[config.mk]
export PLATFORM = sky130hd
export DESIGN_NAME = flash_wake_hold_soft_reset
export DESIGN_NICKNAME = d
export VERILOG_FILES = /design/src/flash_ctl_pkg.sv /design/src/flash_wake_hold_soft_reset.sv
export SDC_FILE = /design/constraint.sdc
export NUM_CORES = 1
export LEC_CHECK = 0
export BUFFER_PORTS_ARGS = -buffer_cell sky130_fd_sc_hd__buf_2
export CORE_MARGIN = 2
export CORE_UTILIZATION = 47
export DETAILED_ROUTE_END_ITERATION = 7
export GPL_TIMING_DRIVEN = 0
export MAX_ROUTING_LAYER = met4
export PLACE_DENSITY_LB_ADDON = 0.25
export SLEW_MARGIN = 30
export SYNTH_ARGS = -nofsm -noshare
export SYNTH_HDL_FRONTEND = slang
export SYNTH_SLANG_ARGS = --single-unit
[constraint.sdc]
create_clock -name clk -period 4.1 [get_ports clk]
set_input_delay 0.205 -clock clk [delete_from_list [all_inputs] [get_ports clk]]
set_output_delay 0.205 -clock clk [all_outputs]
set_load 0.02 [all_outputs]
[src/flash_ctl_pkg.sv]
// Constants for the flash wake, hold and soft-reset control block
// Behaviour
// - Opcode 79h enters ultra sleep; ignores commands
// - Dummy byte during wake pulse is ignored
// - Pulse release reaches standby within exit time
// - Reselect before exit time discards the operation
// - Early first bit wakes but drops command
// - Waking restores all registers to defaults
// - Pause never stops program or erase
// - Pause starts on hold in clock low
// - Hold in high phase pauses next low
// - Pause lasts while hold and select active
// - Paused: output floats, input and clock ignored
// - Pause ends at low phase after release
// - Deselect while held aborts, clears write enable
// - Soft reset aborts busy work, ignores write enable
// - Soft reset acts only when enable bit set
// - Reset is F0h then D0h, rest ignored
// - Deselect after reset stops work within stop time
// - Reset keeps config and enable, clears latch unless sequential programming
// - Reset needs complete bytes and byte-aligned deselect
package flash_ctl_pkg;
    // ---------------------------------------------------------------
    // Opcodes
    // ---------------------------------------------------------------
    localparam logic [7:0] OP_ULTRA_SLEEP = 8'h79;
    localparam logic [7:0] OP_SOFT_RESET  = 8'hF0;
    localparam logic [7:0] OP_RESET_CONF  = 8'hD0;
    localparam logic [7:0] OP_STATUS2_WR  = 8'h31;
    localparam logic [7:0] OP_WRITE_EN    = 8'h06;
    localparam logic [7:0] OP_WRITE_DIS   = 8'h04;
    // ---------------------------------------------------------------
    // Field positions and reset values
    // ---------------------------------------------------------------
    localparam int         RESET_ENABLE_BIT_POS       = 4;
    localparam logic       WEL_RESET      = 1'b0;
    localparam logic       RESET_ENABLE_BIT_RESET     = 1'b0;
    // ---------------------------------------------------------------
    // Timing, 25 MHz clock
    // ---------------------------------------------------------------
    localparam int         CLK_MHZ        = 25;
    localparam int         WAKE_PULSE_NS  = 200;
    localparam int         EXIT_NS        = 800;
    localparam int         STOP_NS        = 400;
    localparam int         WAKE_PULSE_CYC = (WAKE_PULSE_NS * CLK_MHZ + 999) / 1000;
    localparam int         EXIT_CYC       = (EXIT_NS * CLK_MHZ) / 1000;
    localparam int         STOP_CYC       = (STOP_NS * CLK_MHZ) / 1000;
    localparam int         CNT_W          = 16;
endpackage

[src/flash_wake_hold_soft_reset.sv]
// Wake, hold and soft-reset control logic of the serial flash
`timescale 1ns/1ns
module flash_wake_hold_soft_reset #(
    parameter int WAKE_CYC = flash_ctl_pkg::WAKE_PULSE_CYC,
    parameter int EXIT_CYC = flash_ctl_pkg::EXIT_CYC,
    parameter int STOP_CYC = flash_ctl_pkg::STOP_CYC
) (
    input  wire logic       clk,
    input  wire logic       nrst,
    input  wire logic       cs_n,           // Chip select pin
    input  wire logic       sck,            // Serial clock pin
    input  wire logic       si,             // Serial data in pin
    input  wire logic       hold_n,         // Hold pin
    input  wire logic       wp_n,           // Write-protect pin
    input  wire logic       busy_in,        // Program or erase engine running
    input  wire logic       seq_prog,       // Sequential programming active
    input  wire logic       so_data,        // Data bit from read path
    output logic            so_out,         // Serial output level
    output logic            so_oe,          // Serial output enable
    output logic            wp_active,      // Write protect seen, works in pause
    output logic            ultra_sleep,    // Lowest power state
    output logic            paused,         // Hold state
    output logic            abort_op,       // Pulse: stop engine
    output logic            write_enable_latch,
    output logic            reset_enable_bit,
    output logic [7:0]      cmd_byte,       // Last full byte taken
    output logic            cmd_valid       // Pulse: byte for other decoders
);
    // -------------------------------------------------------------------
    // Input synchronisers
    // -------------------------------------------------------------------
    logic [3:0] s1_reg;                     // First stage
    logic [3:0] s2_reg;                     // Second stage
    logic [3:0] s3_reg;                     // Previous sample for edges
    logic       wp1_reg;
    logic       wp2_reg;
    always_ff @(posedge clk or negedge nrst) begin
        if (!nrst) begin
            s1_reg  <= 4'hF;
            s2_reg  <= 4'hF;
            s3_reg  <= 4'hF;
            wp1_reg <= 1'b1;
            wp2_reg <= 1'b1;
        end else begin
            s1_reg  <= {cs_n, sck, si, hold_n};
            s2_reg  <= s1_reg;
            s3_reg  <= s2_reg;
            wp1_reg <= wp_n;
            wp2_reg <= wp1_reg;
        end
    end
    wire cs_act = !s2_reg[3];
    wire sck_s  = s2_reg[2];
    wire si_s   = s2_reg[1];
    wire hold_a = !s2_reg[0];
    wire sck_rise = sck_s && !s3_reg[2];
    wire cs_rise  = s2_reg[3] && !s3_reg[3];
    wire cs_fall  = !s2_reg[3] && s3_reg[3];
    assign wp_active = !wp2_reg;

    // -------------------------------------------------------------------
    // State
    // -------------------------------------------------------------------
    typedef enum logic [1:0] {ST_IDLE, ST_SLEEP, ST_EXIT} pwr_t;
    typedef enum logic [1:0] {RS_OP, RS_CONF, RS_ARMED, RS_NONE} rst_t;
    pwr_t        pwr_reg, pwr_next;
    rst_t        rs_reg, rs_next;
    logic [2:0]  bit_reg, bit_next;         // Bits in current byte
    logic [7:0]  sh_reg, sh_next;           // Shift register
    logic        first_reg, first_next;     // First byte of frame
    logic        drop_reg, drop_next;       // Frame discarded
    logic        hold_reg, hold_next;
    logic        wel_reg, wel_next;
    logic        reset_enable_bit_reg, reset_enable_bit_next;
    logic        st2_reg, st2_next;         // Status-2 write pending
    logic        abort_reg, abort_next;
    logic        val_reg, val_next;
    logic [7:0]  cmd_reg, cmd_next;
    logic        so_reg, so_next;
    logic [flash_ctl_pkg::CNT_W-1:0] cnt_reg, cnt_next;

    // -------------------------------------------------------------------
    // Next-state logic
    // -------------------------------------------------------------------
    always_comb begin
        logic [7:0] byte_v;
        byte_v     = {sh_reg[6:0], si_s};
        pwr_next   = pwr_reg;
        rs_next    = rs_reg;
        bit_next   = bit_reg;
        sh_next    = sh_reg;
        first_next = first_reg;
        drop_next  = drop_reg;
        hold_next  = hold_reg;
        wel_next   = wel_reg;
        reset_enable_bit_next  = reset_enable_bit_reg;
        st2_next   = st2_reg;
        abort_next = 1'b0;
        val_next   = 1'b0;
        cmd_next   = cmd_reg;
        so_next    = so_reg;
        cnt_next   = cnt_reg;
        // Hold changes only while clock low or on deselect; high phase defers
        if (!cs_act) begin
            hold_next = 1'b0;
        end else if (!sck_s) begin
            hold_next = hold_a;
        end
        // Counter runs in every state; meaning follows state
        if (cnt_reg != '1) begin
            cnt_next = cnt_reg + 1'b1;
        end
        case (pwr_reg)
            ST_SLEEP: begin
                // Ignore everything; only select timing wakes
                // Frame start in sleep: time from here, bits from zero
                if (cs_fall) begin
                    cnt_next   = '0;
                    bit_next   = '0;
                    first_next = 1'b1;
                end
                if (cs_act && sck_rise && cnt_reg >= EXIT_CYC[flash_ctl_pkg::CNT_W-1:0]) begin
                    pwr_next  = ST_IDLE;    // Select-low wake, bit legal
                    drop_next = 1'b0;
                    sh_next   = byte_v;     // Waking bit is the opcode's first bit
                    bit_next  = 3'd1;
                end else if (cs_act && sck_rise) begin
                    pwr_next  = ST_IDLE;
                    drop_next = 1'b1;
                end else if (cs_rise && cnt_reg >= WAKE_CYC[flash_ctl_pkg::CNT_W-1:0]) begin
                    pwr_next = ST_EXIT;
                    cnt_next = '0;
                end
                if (pwr_next != ST_SLEEP) begin
                    wel_next  = flash_ctl_pkg::WEL_RESET;
                    reset_enable_bit_next = flash_ctl_pkg::RESET_ENABLE_BIT_RESET;
                    rs_next   = RS_OP;
                end
            end
            ST_EXIT: begin
                if (cs_fall) begin
                    drop_next = 1'b1;
                end
                if (cnt_reg >= EXIT_CYC[flash_ctl_pkg::CNT_W-1:0]) begin
                    pwr_next = ST_IDLE;
                end
            end
            default: begin
                if (cs_fall) begin
                    bit_next   = '0;
                    first_next = 1'b1;
                    rs_next    = RS_OP;
                end
                // Shift only when not paused
                if (cs_act && !hold_reg && sck_rise) begin
                    sh_next  = byte_v;
                    bit_next = bit_reg + 3'd1;
                    if (bit_reg == 3'd7 && !drop_reg) begin
                        first_next = 1'b0;
                        val_next   = 1'b1;
                        cmd_next   = byte_v;
                        if (st2_reg) begin
                            reset_enable_bit_next = byte_v[flash_ctl_pkg::RESET_ENABLE_BIT_POS];
                            st2_next  = 1'b0;
                        end
                        case (rs_reg)
                            RS_OP:   rs_next = (first_reg && byte_v == flash_ctl_pkg::OP_SOFT_RESET)
                                               ? RS_CONF : RS_NONE;
                            RS_CONF: rs_next = (byte_v == flash_ctl_pkg::OP_RESET_CONF)
                                               ? RS_ARMED : RS_NONE;
                            default: rs_next = rs_reg;
                        endcase
                        if (first_reg) begin
                            st2_next = (byte_v == flash_ctl_pkg::OP_STATUS2_WR);
                        end
                    end
                end
                if (cs_rise) begin
                    drop_next = 1'b0;
                    st2_next  = 1'b0;
                    if (hold_reg) begin
                        abort_next = 1'b1;
                        wel_next   = 1'b0;
                    end else if (!drop_reg && bit_reg == 3'd0 && !first_reg) begin
                        if (cmd_reg == flash_ctl_pkg::OP_ULTRA_SLEEP && rs_reg == RS_NONE
                            && !busy_in) begin
                            pwr_next = ST_SLEEP;
                            cnt_next = '0;
                        end else if (cmd_reg == flash_ctl_pkg::OP_WRITE_EN) begin
                            wel_next = 1'b1;
                        end else if (cmd_reg == flash_ctl_pkg::OP_WRITE_DIS) begin
                            wel_next = 1'b0;
                        end
                        // Byte-aligned, armed, enabled; latch not consulted
                        if (rs_reg == RS_ARMED && reset_enable_bit_reg) begin
                            abort_next = 1'b1;
                            if (!seq_prog) begin
                                wel_next = flash_ctl_pkg::WEL_RESET;
                            end
                        end
                    end
                end
            end
        endcase
        // Output floats while paused, deselected or asleep
        if (!sck_s) begin
            so_next = so_data;
        end
    end

    // -------------------------------------------------------------------
    // Registers
    // -------------------------------------------------------------------
    always_ff @(posedge clk or negedge nrst) begin
        if (!nrst) begin
            pwr_reg   <= ST_IDLE;
            rs_reg    <= RS_OP;
            bit_reg   <= '0;
            sh_reg    <= '0;
            first_reg <= 1'b1;
            drop_reg  <= 1'b0;
            hold_reg  <= 1'b0;
            wel_reg   <= flash_ctl_pkg::WEL_RESET;
            reset_enable_bit_reg  <= flash_ctl_pkg::RESET_ENABLE_BIT_RESET;
            st2_reg   <= 1'b0;
            abort_reg <= 1'b0;
            val_reg   <= 1'b0;
            cmd_reg   <= '0;
            so_reg    <= 1'b0;
            cnt_reg   <= '0;
        end else begin
            pwr_reg   <= pwr_next;
            rs_reg    <= rs_next;
            bit_reg   <= bit_next;
            sh_reg    <= sh_next;
            first_reg <= first_next;
            drop_reg  <= drop_next;
            hold_reg  <= hold_next;
            wel_reg   <= wel_next;
            reset_enable_bit_reg  <= reset_enable_bit_next;
            st2_reg   <= st2_next;
            abort_reg <= abort_next;
            val_reg   <= val_next;
            cmd_reg   <= cmd_next;
            so_reg    <= so_next;
            cnt_reg   <= cnt_next;
        end
    end

    // Engine keeps running under hold; no pause reaches busy path
    assign so_out             = so_reg;
    assign so_oe              = cs_act && !hold_reg && pwr_reg == ST_IDLE;
    assign ultra_sleep        = pwr_reg == ST_SLEEP;
    assign paused             = hold_reg;
    assign abort_op           = abort_reg;
    assign write_enable_latch = wel_reg;
    assign reset_enable_bit   = reset_enable_bit_reg;
    assign cmd_byte           = cmd_reg;
    assign cmd_valid          = val_reg;
endmodule

==> reports/results.ini, run 1 <==
[global_routing]
grt_pass1_wl_um=10500
grt_pass1_vias=2226
antenna_found_initial=0
grt_max_degree=60
grt.total_usage_pct=19.0
overflow=0

[critical_path]
crit_buf_inv=1
cp_data_arrival_time_ns=2.90
cp-start-kind=register
slowest_stage=nor4_1
slowest_delay_ns=0.67
cp-end-kind=register
crit_type=reg -> reg
crit_path_max_fanout=10
path_delay_family=simple AND/OR/NAND/NOR gates
r2r_slack_ns=1.42
crit_start=s2_reg[3]$_DFF_PN1_
cp_data_required_time_ns=4.32
r2r_start=s2_reg[3]$_DFF_PN1_
crit_chain=nor2b_1 -> nand4_1 -> nor4_1 -> a221o_2 -> buf_6 -> nor2_2

[detailed_routing]
postRouteAntennaNets=0
routed-wl-met2_um=2800
drcViolationCount=0
wire_per_inst_um=14.8
vias=2270
top_layer=met4
drt_wl_total_um=6020
drt_iter0_drc=112
wl_met1_um=2830
route.met3.wl_um=303
viasPerCell=5.58
drt_first_pass_iters=4

[logic_synthesis]
synth_cell_types=55
synth_seq_cells=59
syn_nets=303
synth_edf_count=0
synthArstFlopShare_pct=100
synth_cells=284
synthesis.area_per_instance_um2=10.5
syn_area_mm2=0.00298
yosys_warnings=0
ys_seq_area_share_pct=50.1
synthFlopType=dfrtp_1

[clock_network]
clock-sinks=59
clockRootBuffer=clkbuf_8
h-tree-depth=3
cts_buffer_depth=2
cts_tree=done
cts_setup_buffers=0
clock_latency_ns=0.34
clk_pin_slew_worst_paths_ns=0.07
cts_buffers=9

[final_layout]
largest_reg_flops=16
drive_above_1_share_pct=28.0
utilization_pct=57.3
num_antenna_cells=0
nets=346
syn2layout_area_growth_pct=15.9

[timing]
clock-skew-final_ns=0.00471
hold_violations=0
tightest_slew_ns=0.833
max_freq_mhz=373
setup_violations=0
min_period_ns=2.68
setup-tns-final_ns=0
final_max_slew_viol_count=0
rsz0062_at_grt=false
relSlewSlack_pct=43.9
finalCritPeriodShare_pct=65.3

[die]
dieWidth_um=83.6
die_area_mm2=0.00699
num_rows=28
start_util_pct=49.4
ios=27
die_h_um=83.6
core_mm2=0.00603

[hold_path]
min-delay-start=so_data
hold_path.class=in -> reg

[run]
cap_violations=0

[pwr]
peakVddDrop_mv=0.231
p_leak_nw=1.48
power_mw=1.24
powerDensity_mw_per_mm2=359

[placed_design]
io_buffers=26
hpwlAfterDp_um=4140
place.gp.congestion=0.857

[status]
outcome=finished, final reports clean

-- stage by stage --
stage	cell area [um2]	instances	hold WS [ns]	setup slack (ns)
2_1_floorplan	2980	284	-0.0906	2.08
3_3_place_gp	3200	385	0.311	1.51
3_5_place_dp	3200	385	0.311	1.44
4_1_cts	3450	407	0.0941	1.46
5_1_grt	3450	407	0.0879	1.21
6_report	3450	407	0.104	1.42
-- layer usage --
metal  vias up  GRT usage [%]
met5         -              -
met3         9           4.95
met1      1096           25.1
met4         0           7.04
met2        55           28.3
li1       1110              -
-- cell usage after synthesis, drive strengths merged (3+ instances only) --
cell type,n,area share (%)
a211oi,4,1.0
a21oi,17,3.2
a31oi,7,1.5
and2,3,0.63
and3b,3,0.88
and4,3,0.88
buf,3,0.92
clkbuf,6,0.76
dfrtp,46,39
dfstp,13,11
ha,9,3.8
inv,16,2.0
mux2,15,5.7
nand2,22,2.8
nand2b,4,0.84
nand3,10,1.7
nand4,4,0.84
nor2,25,3.8
nor3,11,1.8
nor3b,3,0.76
nor4,4,1.3
o21ai,15,2.5
xnor2,9,2.6
-- final cells by class --
cell class                      instances  area (um2)
Buffer                                  9        50.0
Fill cell                             543        2570
Clock inverter                          5        36.3
Sequential cell                        59        1490
Timing Repair Buffer                   32         193
Clock buffer                           11         151
Multi-Input combinational cell        200        1370
Inverter                               16        60.1
Tap cell                               75        93.8
-- kinds of logic (layout without fill, tap and decap cells) --
kind of cell | count (synthesis) | in the layout | synth area share [%]
AOI/OAI and AO/OA | 62 | 62 | 14.1
xor gates and xnor gates | 9 | 9 | 2.65
adders and majority gates | 9 | 9 | 3.78
buffers and inverters | 25 | 73 | 3.70
DFF | 59 | 59 | 50.1
muxes | 15 | 15 | 5.67
and+or+nand+nor | 105 | 105 | 19.9
-- final timing paths --
kind,cells past startpoint,end
min in group asynchronous,2,bit_reg[0]$_DFFE_PN0N_
max in group asynchronous,2,cnt_reg[6]$_DFF_PN0_
setup reg to reg,6,cnt_reg[5]$_DFF_PN0_
setup / recovery,6,cnt_reg[5]$_DFF_PN0_
hold / removal,2,so_out$_DFFE_PN0N_
hold reg to reg,0,wp2_reg$_DFF_PN1_
-- placed cells by master (no fill, tap or decap), drive strengths merged, types with 13 or more instances in the layout --
cell type / netlist / final
a21oi: 17 / 17
buf: 3 / 29
clkbuf: 6 / 17
dfrtp: 46 / 46
dfstp: 13 / 13
inv: 16 / 17
mux2: 15 / 15
nand2: 22 / 22
nor2: 25 / 25
o21ai: 15 / 15
-- report_power, final --
part           switching, mW  internal [mW]  total, mW  leakage (nW)
clock                  0.232          0.253      0.485        0.0880
sequential            0.0375          0.625      0.662         0.746
combinational         0.0438         0.0474     0.0912         0.650
total                  0.313          0.925       1.24          1.48
-- timing repair --
action / in CTS / in global routing
endpoints found under the hold margin: 51 / 0
hold buffers: 6 / 0
gates resized for setup: 0 / 0
Power figures use the tool's default switching activity.
==> run 2, diff against run 1 <==
- ABC_AREA: unset -> 1
- clock period: 4.1 -> 2.45 ns (I/O delays scaled with it)
==> run 2 against run 1 <==
  * Count of clock-buffer cells in the layout is 1 higher
  * Critical path depth increased by 4
  * Largest cell class unchanged
  * Total power increased by 86%
  * Synthesized cell count is 50% higher
  * Largest power group unchanged
  * Cell area is 8.8% higher
  * Clock power increased by 110%
  * Combinational power is 110% higher
==> reports/results.ini, run 2 <==
[critical_path]
cp_data_arrival_time_ns=2.20  ; -0.70 ns
crit_path_max_fanout=10  ; unchanged
crit_start=pwr_reg[1]$_DFFE_PN0P_
cp-end-kind=register
path_delay_family=buffers and inverters
r2r_slack_ns=0.52  ; -0.90 ns
r2r_end=cnt_reg[3]$_DFF_PN0_
slowest_stage=dfrtp_1
slowest_delay_ns=0.41  ; -0.26 ns
cp_data_required_time_ns=2.72  ; -1.60 ns
crit_chain=inv_1 -> ha_1 -> buf_4 -> clkinv_1 -> nor2_1 -> nand2_1 -> nand2_1 -> nand2_2 -> buf_6 -> nor2_1
r2r_cells=10  ; +4
r2r_start=pwr_reg[1]$_DFFE_PN0P_
crit_type=reg -> reg
crit_buf_inv=4  ; +3
cp-start-kind=register

[final_layout]
syn2layout_area_growth_pct=16.4
post-route-cell-area_mm2=0.00376  ; +8.8%
num_antenna_cells=0  ; unchanged
drive_above_1_share_pct=16.0  ; -12 points
layout_common_cells=103 x nand2_1, 57 x nor2_1, 55 x inv_1
largest_reg_flops=16  ; unchanged
layout_commonest_cell=nand2_1
nets=489  ; +41%

[placed_design]
hpwlAfterDp_um=5110  ; +23%
place_area_mm2=0.00346  ; +8.0%
place.gp.congestion=0.898  ; +4.8%
io_buffers=26  ; unchanged
pre_cts_ws_ns=0.535  ; -0.908 ns

[timing]
clock-skew-final_ns=0.0100  ; +0.00528 ns
finalWorstSetupSlack_ns=0.521  ; -0.900 ns
rsz0062_at_grt=false
min_period_ns=1.93  ; -0.750 ns
setup-tns-final_ns=0  ; unchanged
max_freq_mhz=518  ; +39%
tightest_slew_ns=0.732  ; -0.101 ns
hold_violations=0  ; unchanged
final_max_slew_viol_count=0  ; unchanged
finalCritPeriodShare_pct=78.7  ; +13 points
relSlewSlack_pct=51.2  ; +7.3 points
setup_violations=0  ; unchanged

[clock_network]
clock-sinks=59  ; unchanged
clockRootBuffer=clkbuf_8
cts_buffer_depth=2  ; unchanged
h-tree-depth=3  ; unchanged
clk_pin_slew_worst_paths_ns=0.07  ; about the same
cts_buffers=9  ; unchanged
clock_latency_ns=0.35  ; about the same
cts_tree=done

[hold_path]
worst_hold_path.num_cells=7  ; +5
hold_end=write_enable_latch$_DFFE_PN0P_
hold_path.class=in -> reg
min-delay-start=seq_prog

[pwr]
powerDensity_mw_per_mm2=612  ; +71%
p_leak_nw=1.90  ; +28%
peakVddDrop_mv=0.376  ; +63%

[logic_synthesis]
synth_edf_count=0  ; unchanged
synth_cell_types=33  ; -40%
syn_nets=445  ; +47%
yosys_warnings=0  ; unchanged
ys_seq_area_share_pct=46.3  ; -3.9 points
synth_top_cells_by_area=dfrtp_1 36%, nand2_1 12%, dfstp_2 11%
netlist.area_leader.share_pct=35.7  ; -3.0 points
yosys.area.top_type=dfrtp_1
yosysMostFrequentCell=nand2_1
synthFlopType=dfrtp_1
synthesis.area_per_instance_um2=7.57  ; -28%
synth_cells=426  ; +50%
syn_area_mm2=0.00323  ; +8.4%
synthArstFlopShare_pct=100  ; unchanged
yosys-top-cells-count=103 x nand2_1, 57 x nor2_1, 55 x inv_1, 46 x dfrtp_1, 39 x nand3_1
synth_seq_cells=59  ; unchanged

[die]
ios=27  ; unchanged
start_util_pct=48.0  ; -1.4 points
dieWidth_um=86.8  ; +3.9%
die_area_mm2=0.00754  ; +8.0%
num_rows=30  ; +7.1%
die_h_um=86.8  ; +3.9%
core_mm2=0.00672  ; +12%

[status]
outcome=finished, final reports clean

[global_routing]
grt_max_degree=60  ; unchanged
grt.total_usage_pct=21.6  ; +2.5 points
grt_pass1_wl_um=12500  ; +20%
antenna_found_initial=0  ; unchanged
overflow=0  ; unchanged
grt_pass1_vias=2828  ; +27%

[detailed_routing]
postRouteAntennaNets=0  ; unchanged
vias=2890  ; +27%
viasPerCell=5.21  ; -6.6%
drt_first_pass_iters=5  ; +1
drt_wl_total_um=7080  ; +18%
drt_iter0_drc=214  ; +91%
wire_per_inst_um=12.8  ; -14%
drcViolationCount=0  ; unchanged

[run]
cap_violations=0  ; unchanged

run 2: cell types whose count changed in the layout (fill, tap and decap cells not counted), sizes merged, moves of 11 or more:
cell and change:
inv +40, mux2 -15, nand2 +83, nand3 +31, nand4 +11, nor2 +38
run 2: report_power, final:
group | leakage, nW | internal [mW] | total [mW] | switching, mW
logic | 1.04 | 0.0694 | 0.187 | 0.118
registers | 0.753 | 1.04 | 1.09 | 0.0575
clock network | 0.113 | 0.627 | 1.02 | 0.389
total | 1.90 | 1.73 | 2.30 | 0.565
run 2: layout make-up:
type                       count  area [um2]
buffer                         8        53.8
multi-input combinational    301        1460
clock buffer                  12         155
timing repair buffer          33         203
inverter                      58         218
clock inverter                 4        72.6
fill                         619        2960
sequential                    59        1490
tap                           80         100
run 2: worst min-delay path, stage by stage:
cell,delay [ns]
buf_2,0.09
inv_1,0.06
a21oi_1,0.07
nand2_1,0.06
nor2_1,0.03
nand4_1,0.07
nand2_1,0.05
run 2: kinds of logic (layout without fill, tap and decap cells):
family	Yosys count	after routing	synth area share, %
XOR/XNOR	2	2	0.543
adder cells (fa/ha/maj)	9	9	3.49
flip-flops	59	59	46.3
AND/OR/NAND/NOR	241	241	33.2
buffers and inverters	66	115	8.42
AO/OA/AOI/OAI	49	49	8.07
run 2: metrics by stage:
stage               hold slack (ns)  std cells  total power, mW  util (%)
finish                        0.264        555             2.30      55.9
global route                  0.291        555             2.39      55.9
CTS                           0.256        555             2.32      55.9
detailed placement            0.229        532             1.29      51.5
global placement              0.227        532             1.29      51.4
floorplan                    -0.173        426             1.21         -
run 2: worst max-delay path by stage:
| stage | to | slack, ns | depth (start not counted) |
|---|---|---|---|
| detailed placement | cnt_reg[3]$_DFF_PN0_ | 0.54 | 10 |
| finish | cnt_reg[3]$_DFF_PN0_ | 0.52 | 10 |
| global placement | cnt_reg[11]$_DFF_PN0_ | 0.58 | 10 |
| CTS | cnt_reg[3]$_DFF_PN0_ | 0.52 | 10 |
| global route | cnt_reg[3]$_DFF_PN0_ | 0.30 | 10 |
| floorplan | cnt_reg[12]$_DFF_PN0_ | 0.73 | 10 |
run 2: per-layer routing:
layer	wire [um]	global-route usage, %	vias to the layer above
li1	-	-	1464
met1	3380	28.4	1353
met2	3260	32.9	68
met3	360	5.52	5
met4	80	6.39	0
met5	0	-	-
run 2: repair_timing:
item                                    in CTS  in global routing
buffers inserted                             0                  0
endpoints found under the setup margin       0                  0
endpoints found under the hold margin       52                  0
hold buffers                                 7                  0
resized for setup                            0                  0
==> run 3, diff against run 2 <==
- clock period: 2.45 -> 1.6 ns (I/O delays scaled with it)
==> run 3 against run 2 <==
  * The run now ends with negative setup slack left
  * Cell area is 17% higher
  * Setup slack worse by 0.56 ns
  * Register-to-register slack got worse by 0.56 ns
  * Via count grew 7.1%
  * Cell count up 5.8%
  * Flip-flop and latch count unchanged
  * Wire length grew 16%
  * Highest routed layer unchanged
==> reports/results.ini, run 3 (synthesis gave the netlist of run 2 again) <==
[final_layout]
num_antenna_cells=0  ; unchanged
nets=521  ; +6.5%
drive_above_1_share_pct=37.3  ; +21 points
utilization_pct=65.2  ; +9.3 points
layout_commonest_cell=nand2_1
layout_common_cells=86 x nand2_1, 44 x dfrtp_1, 42 x inv_1
multiInputGateArea_mm2=0.00182  ; +25%
nFillCells=530  ; -14%
syn2layout_area_growth_pct=35.8
ff_latch_area_mm2=0.00150  ; +0.17%
fin_cells=587  ; +5.8%
post-route-cell-area_mm2=0.00438  ; +17%
largest_reg_flops=16  ; unchanged

[placed_design]
place_inst=532  ; unchanged
io_buffers=26  ; unchanged
hpwlAfterDp_um=5060  ; -0.96%
pre_cts_ws_ns=-0.232  ; -0.767 ns
place.gp.congestion=0.920  ; +2.5%
place_area_mm2=0.00346  ; +0.11%

[detailed_routing]
vias=3096  ; +7.1%
wire_per_inst_um=14.0  ; +9.7%
postRouteAntennaNets=0  ; unchanged
drt_iter0_drc=251  ; +17%
drt_first_pass_iters=5  ; unchanged
drcViolationCount=0  ; unchanged
viasPerCell=5.27  ; +1.3%
drt_wl_total_um=8210  ; +16%

[clock_network]
clk_pin_slew_worst_paths_ns=0.07  ; about the same
cts_tree=done
h-tree-depth=3  ; unchanged
clock_latency_ns=0.34  ; about the same
cts_buffers=9  ; unchanged
clock-sinks=59  ; unchanged
clockRootBuffer=clkbuf_8
cts_buffer_depth=2  ; unchanged

[hold_path]
worst_hold_path.num_cells=7  ; unchanged
hold_end=write_enable_latch$_DFFE_PN0P_
hold_path.class=in -> reg
min-delay-start=seq_prog

[critical_path]
cp_data_required_time_ns=1.82  ; -0.90 ns
r2r_start=s2_reg[3]$_DFF_PN1_
r2r_end=cnt_reg[12]$_DFF_PN0_
crit_start=s2_reg[3]$_DFF_PN1_
crit_type=reg -> reg
cp_data_arrival_time_ns=1.86  ; -0.34 ns
cp-start-kind=register
r2r_slack_ns=-0.04  ; -0.56 ns
crit_path_max_fanout=6  ; -4
cp-end-kind=register
r2r_cells=8  ; -2

[timing]
max_freq_mhz=612  ; +18%
clock-skew-final_ns=0.00996  ; -0.0000345 ns
finalWorstSetupSlack_ns=-0.0353  ; -0.556 ns
tightest_slew_ns=0.737  ; +0.00496 ns
rsz0062_at_grt=true
relSlewSlack_pct=50.9  ; -0.33 points
final_max_slew_viol_count=0  ; unchanged
min_period_ns=1.64  ; -0.294 ns
hold_violations=0  ; unchanged
setup_violations=11  ; +11
finalCritPeriodShare_pct=102  ; +23 points
whs_ns=0.203  ; -0.0606 ns

[die]
die_h_um=86.8  ; unchanged
dieWidth_um=86.8  ; unchanged
ios=27  ; unchanged
die_area_mm2=0.00754  ; unchanged
num_rows=30  ; unchanged
core_mm2=0.00672  ; unchanged
start_util_pct=48.0  ; unchanged

[pwr]
p_leak_nw=2.11  ; +11%
peakVddDrop_mv=0.639  ; +70%
powerDensity_mw_per_mm2=737  ; +21%

[global_routing]
grt_pass1_wl_um=12600  ; +0.83%
grt_max_degree=60  ; unchanged
grt.total_usage_pct=21.9  ; +0.35 points
grt_pass1_vias=2773  ; -1.9%
overflow=0  ; unchanged
antenna_found_initial=0  ; unchanged

[status]
violations=negative setup slack
outcome=complete, but fails checks

[run]
cap_violations=0  ; unchanged

run 3: cell types whose count changed in the layout (fill, tap and decap cells not counted), sizes merged:
cell / change
clkinv: +2
clkinvlp: +2
buf: +32
bufinv: -2
clkbuf: -2
run 3: worst max path at each step:
stage,to,slack (ns),cells past startpoint
final,cnt_reg[12]$_DFF_PN0_,-0.04,8
after global routing,cnt_reg[8]$_DFF_PN0_,-0.12,11
after CTS,cnt_reg[3]$_DFF_PN0_,-0.05,10
after detailed placement,cnt_reg[10]$_DFF_PN0_,-0.23,11
after global placement,cnt_reg[11]$_DFF_PN0_,-0.20,11
after floorplan,cnt_reg[12]$_DFF_PN0_,0.02,10
run 3: final cells by class:
cell class                      count  area share, %
Clock inverter                      6          0.943
Inverter                           58           5.14
Buffer                              7           1.71
Sequential cell                    59           34.1
Timing Repair Buffer               66           11.0
Multi-Input combinational cell    301           41.6
Clock buffer                       10           3.14
Tap cell                           80           2.29
run 3: worst max-delay path: stages (launching register included):
cell,delay [ns]
dfstp_2,0.56
inv_2,0.09
nor2_4,0.16
inv_2,0.07
nor3_4,0.15
nand3_2,0.13
nand2_4,0.14
buf_6,0.16
nor2_1,0.05
run 3: per-stage QoR:
stage | total power [mW] | TNS [ns]
final | 3.23 | -0.229
after global routing | 3.40 | -2.11
after CTS | 3.22 | -0.543
after detailed placement | 1.98 | -5.52
after global placement | 1.97 | -4.84
after floorplan | 1.86 | 0
run 3: repair_timing:
item | CTS | global route
endpoints found under the hold margin | 52 | 0
setup buffers | 11 | 19
gates resized for setup | 45 | 84
cloned | 2 | 1
endpoints found under the setup margin | 38 | 40
hold buffers | 7 | 0
pin swaps | 19 | 23
run 3: metal layers:
layer	part of all wire (%)	wire (um)	vias up	GRT usage, %
met5	0	0	-	-
met4	1.8	150	0	7.24
met3	5.1	419	19	4.57
met2	49	4030	89	33.0
met1	44	3610	1461	29.6
li1	-	-	1527	-
run 3: report_power, final:
part	internal (mW)	total, mW	leakage (nW)	switching [mW]
logic	0.127	0.329	1.27	0.202
registers	1.59	1.68	0.751	0.0949
clock network	0.600	1.22	0.0843	0.619
total	2.31	3.23	2.11	0.916
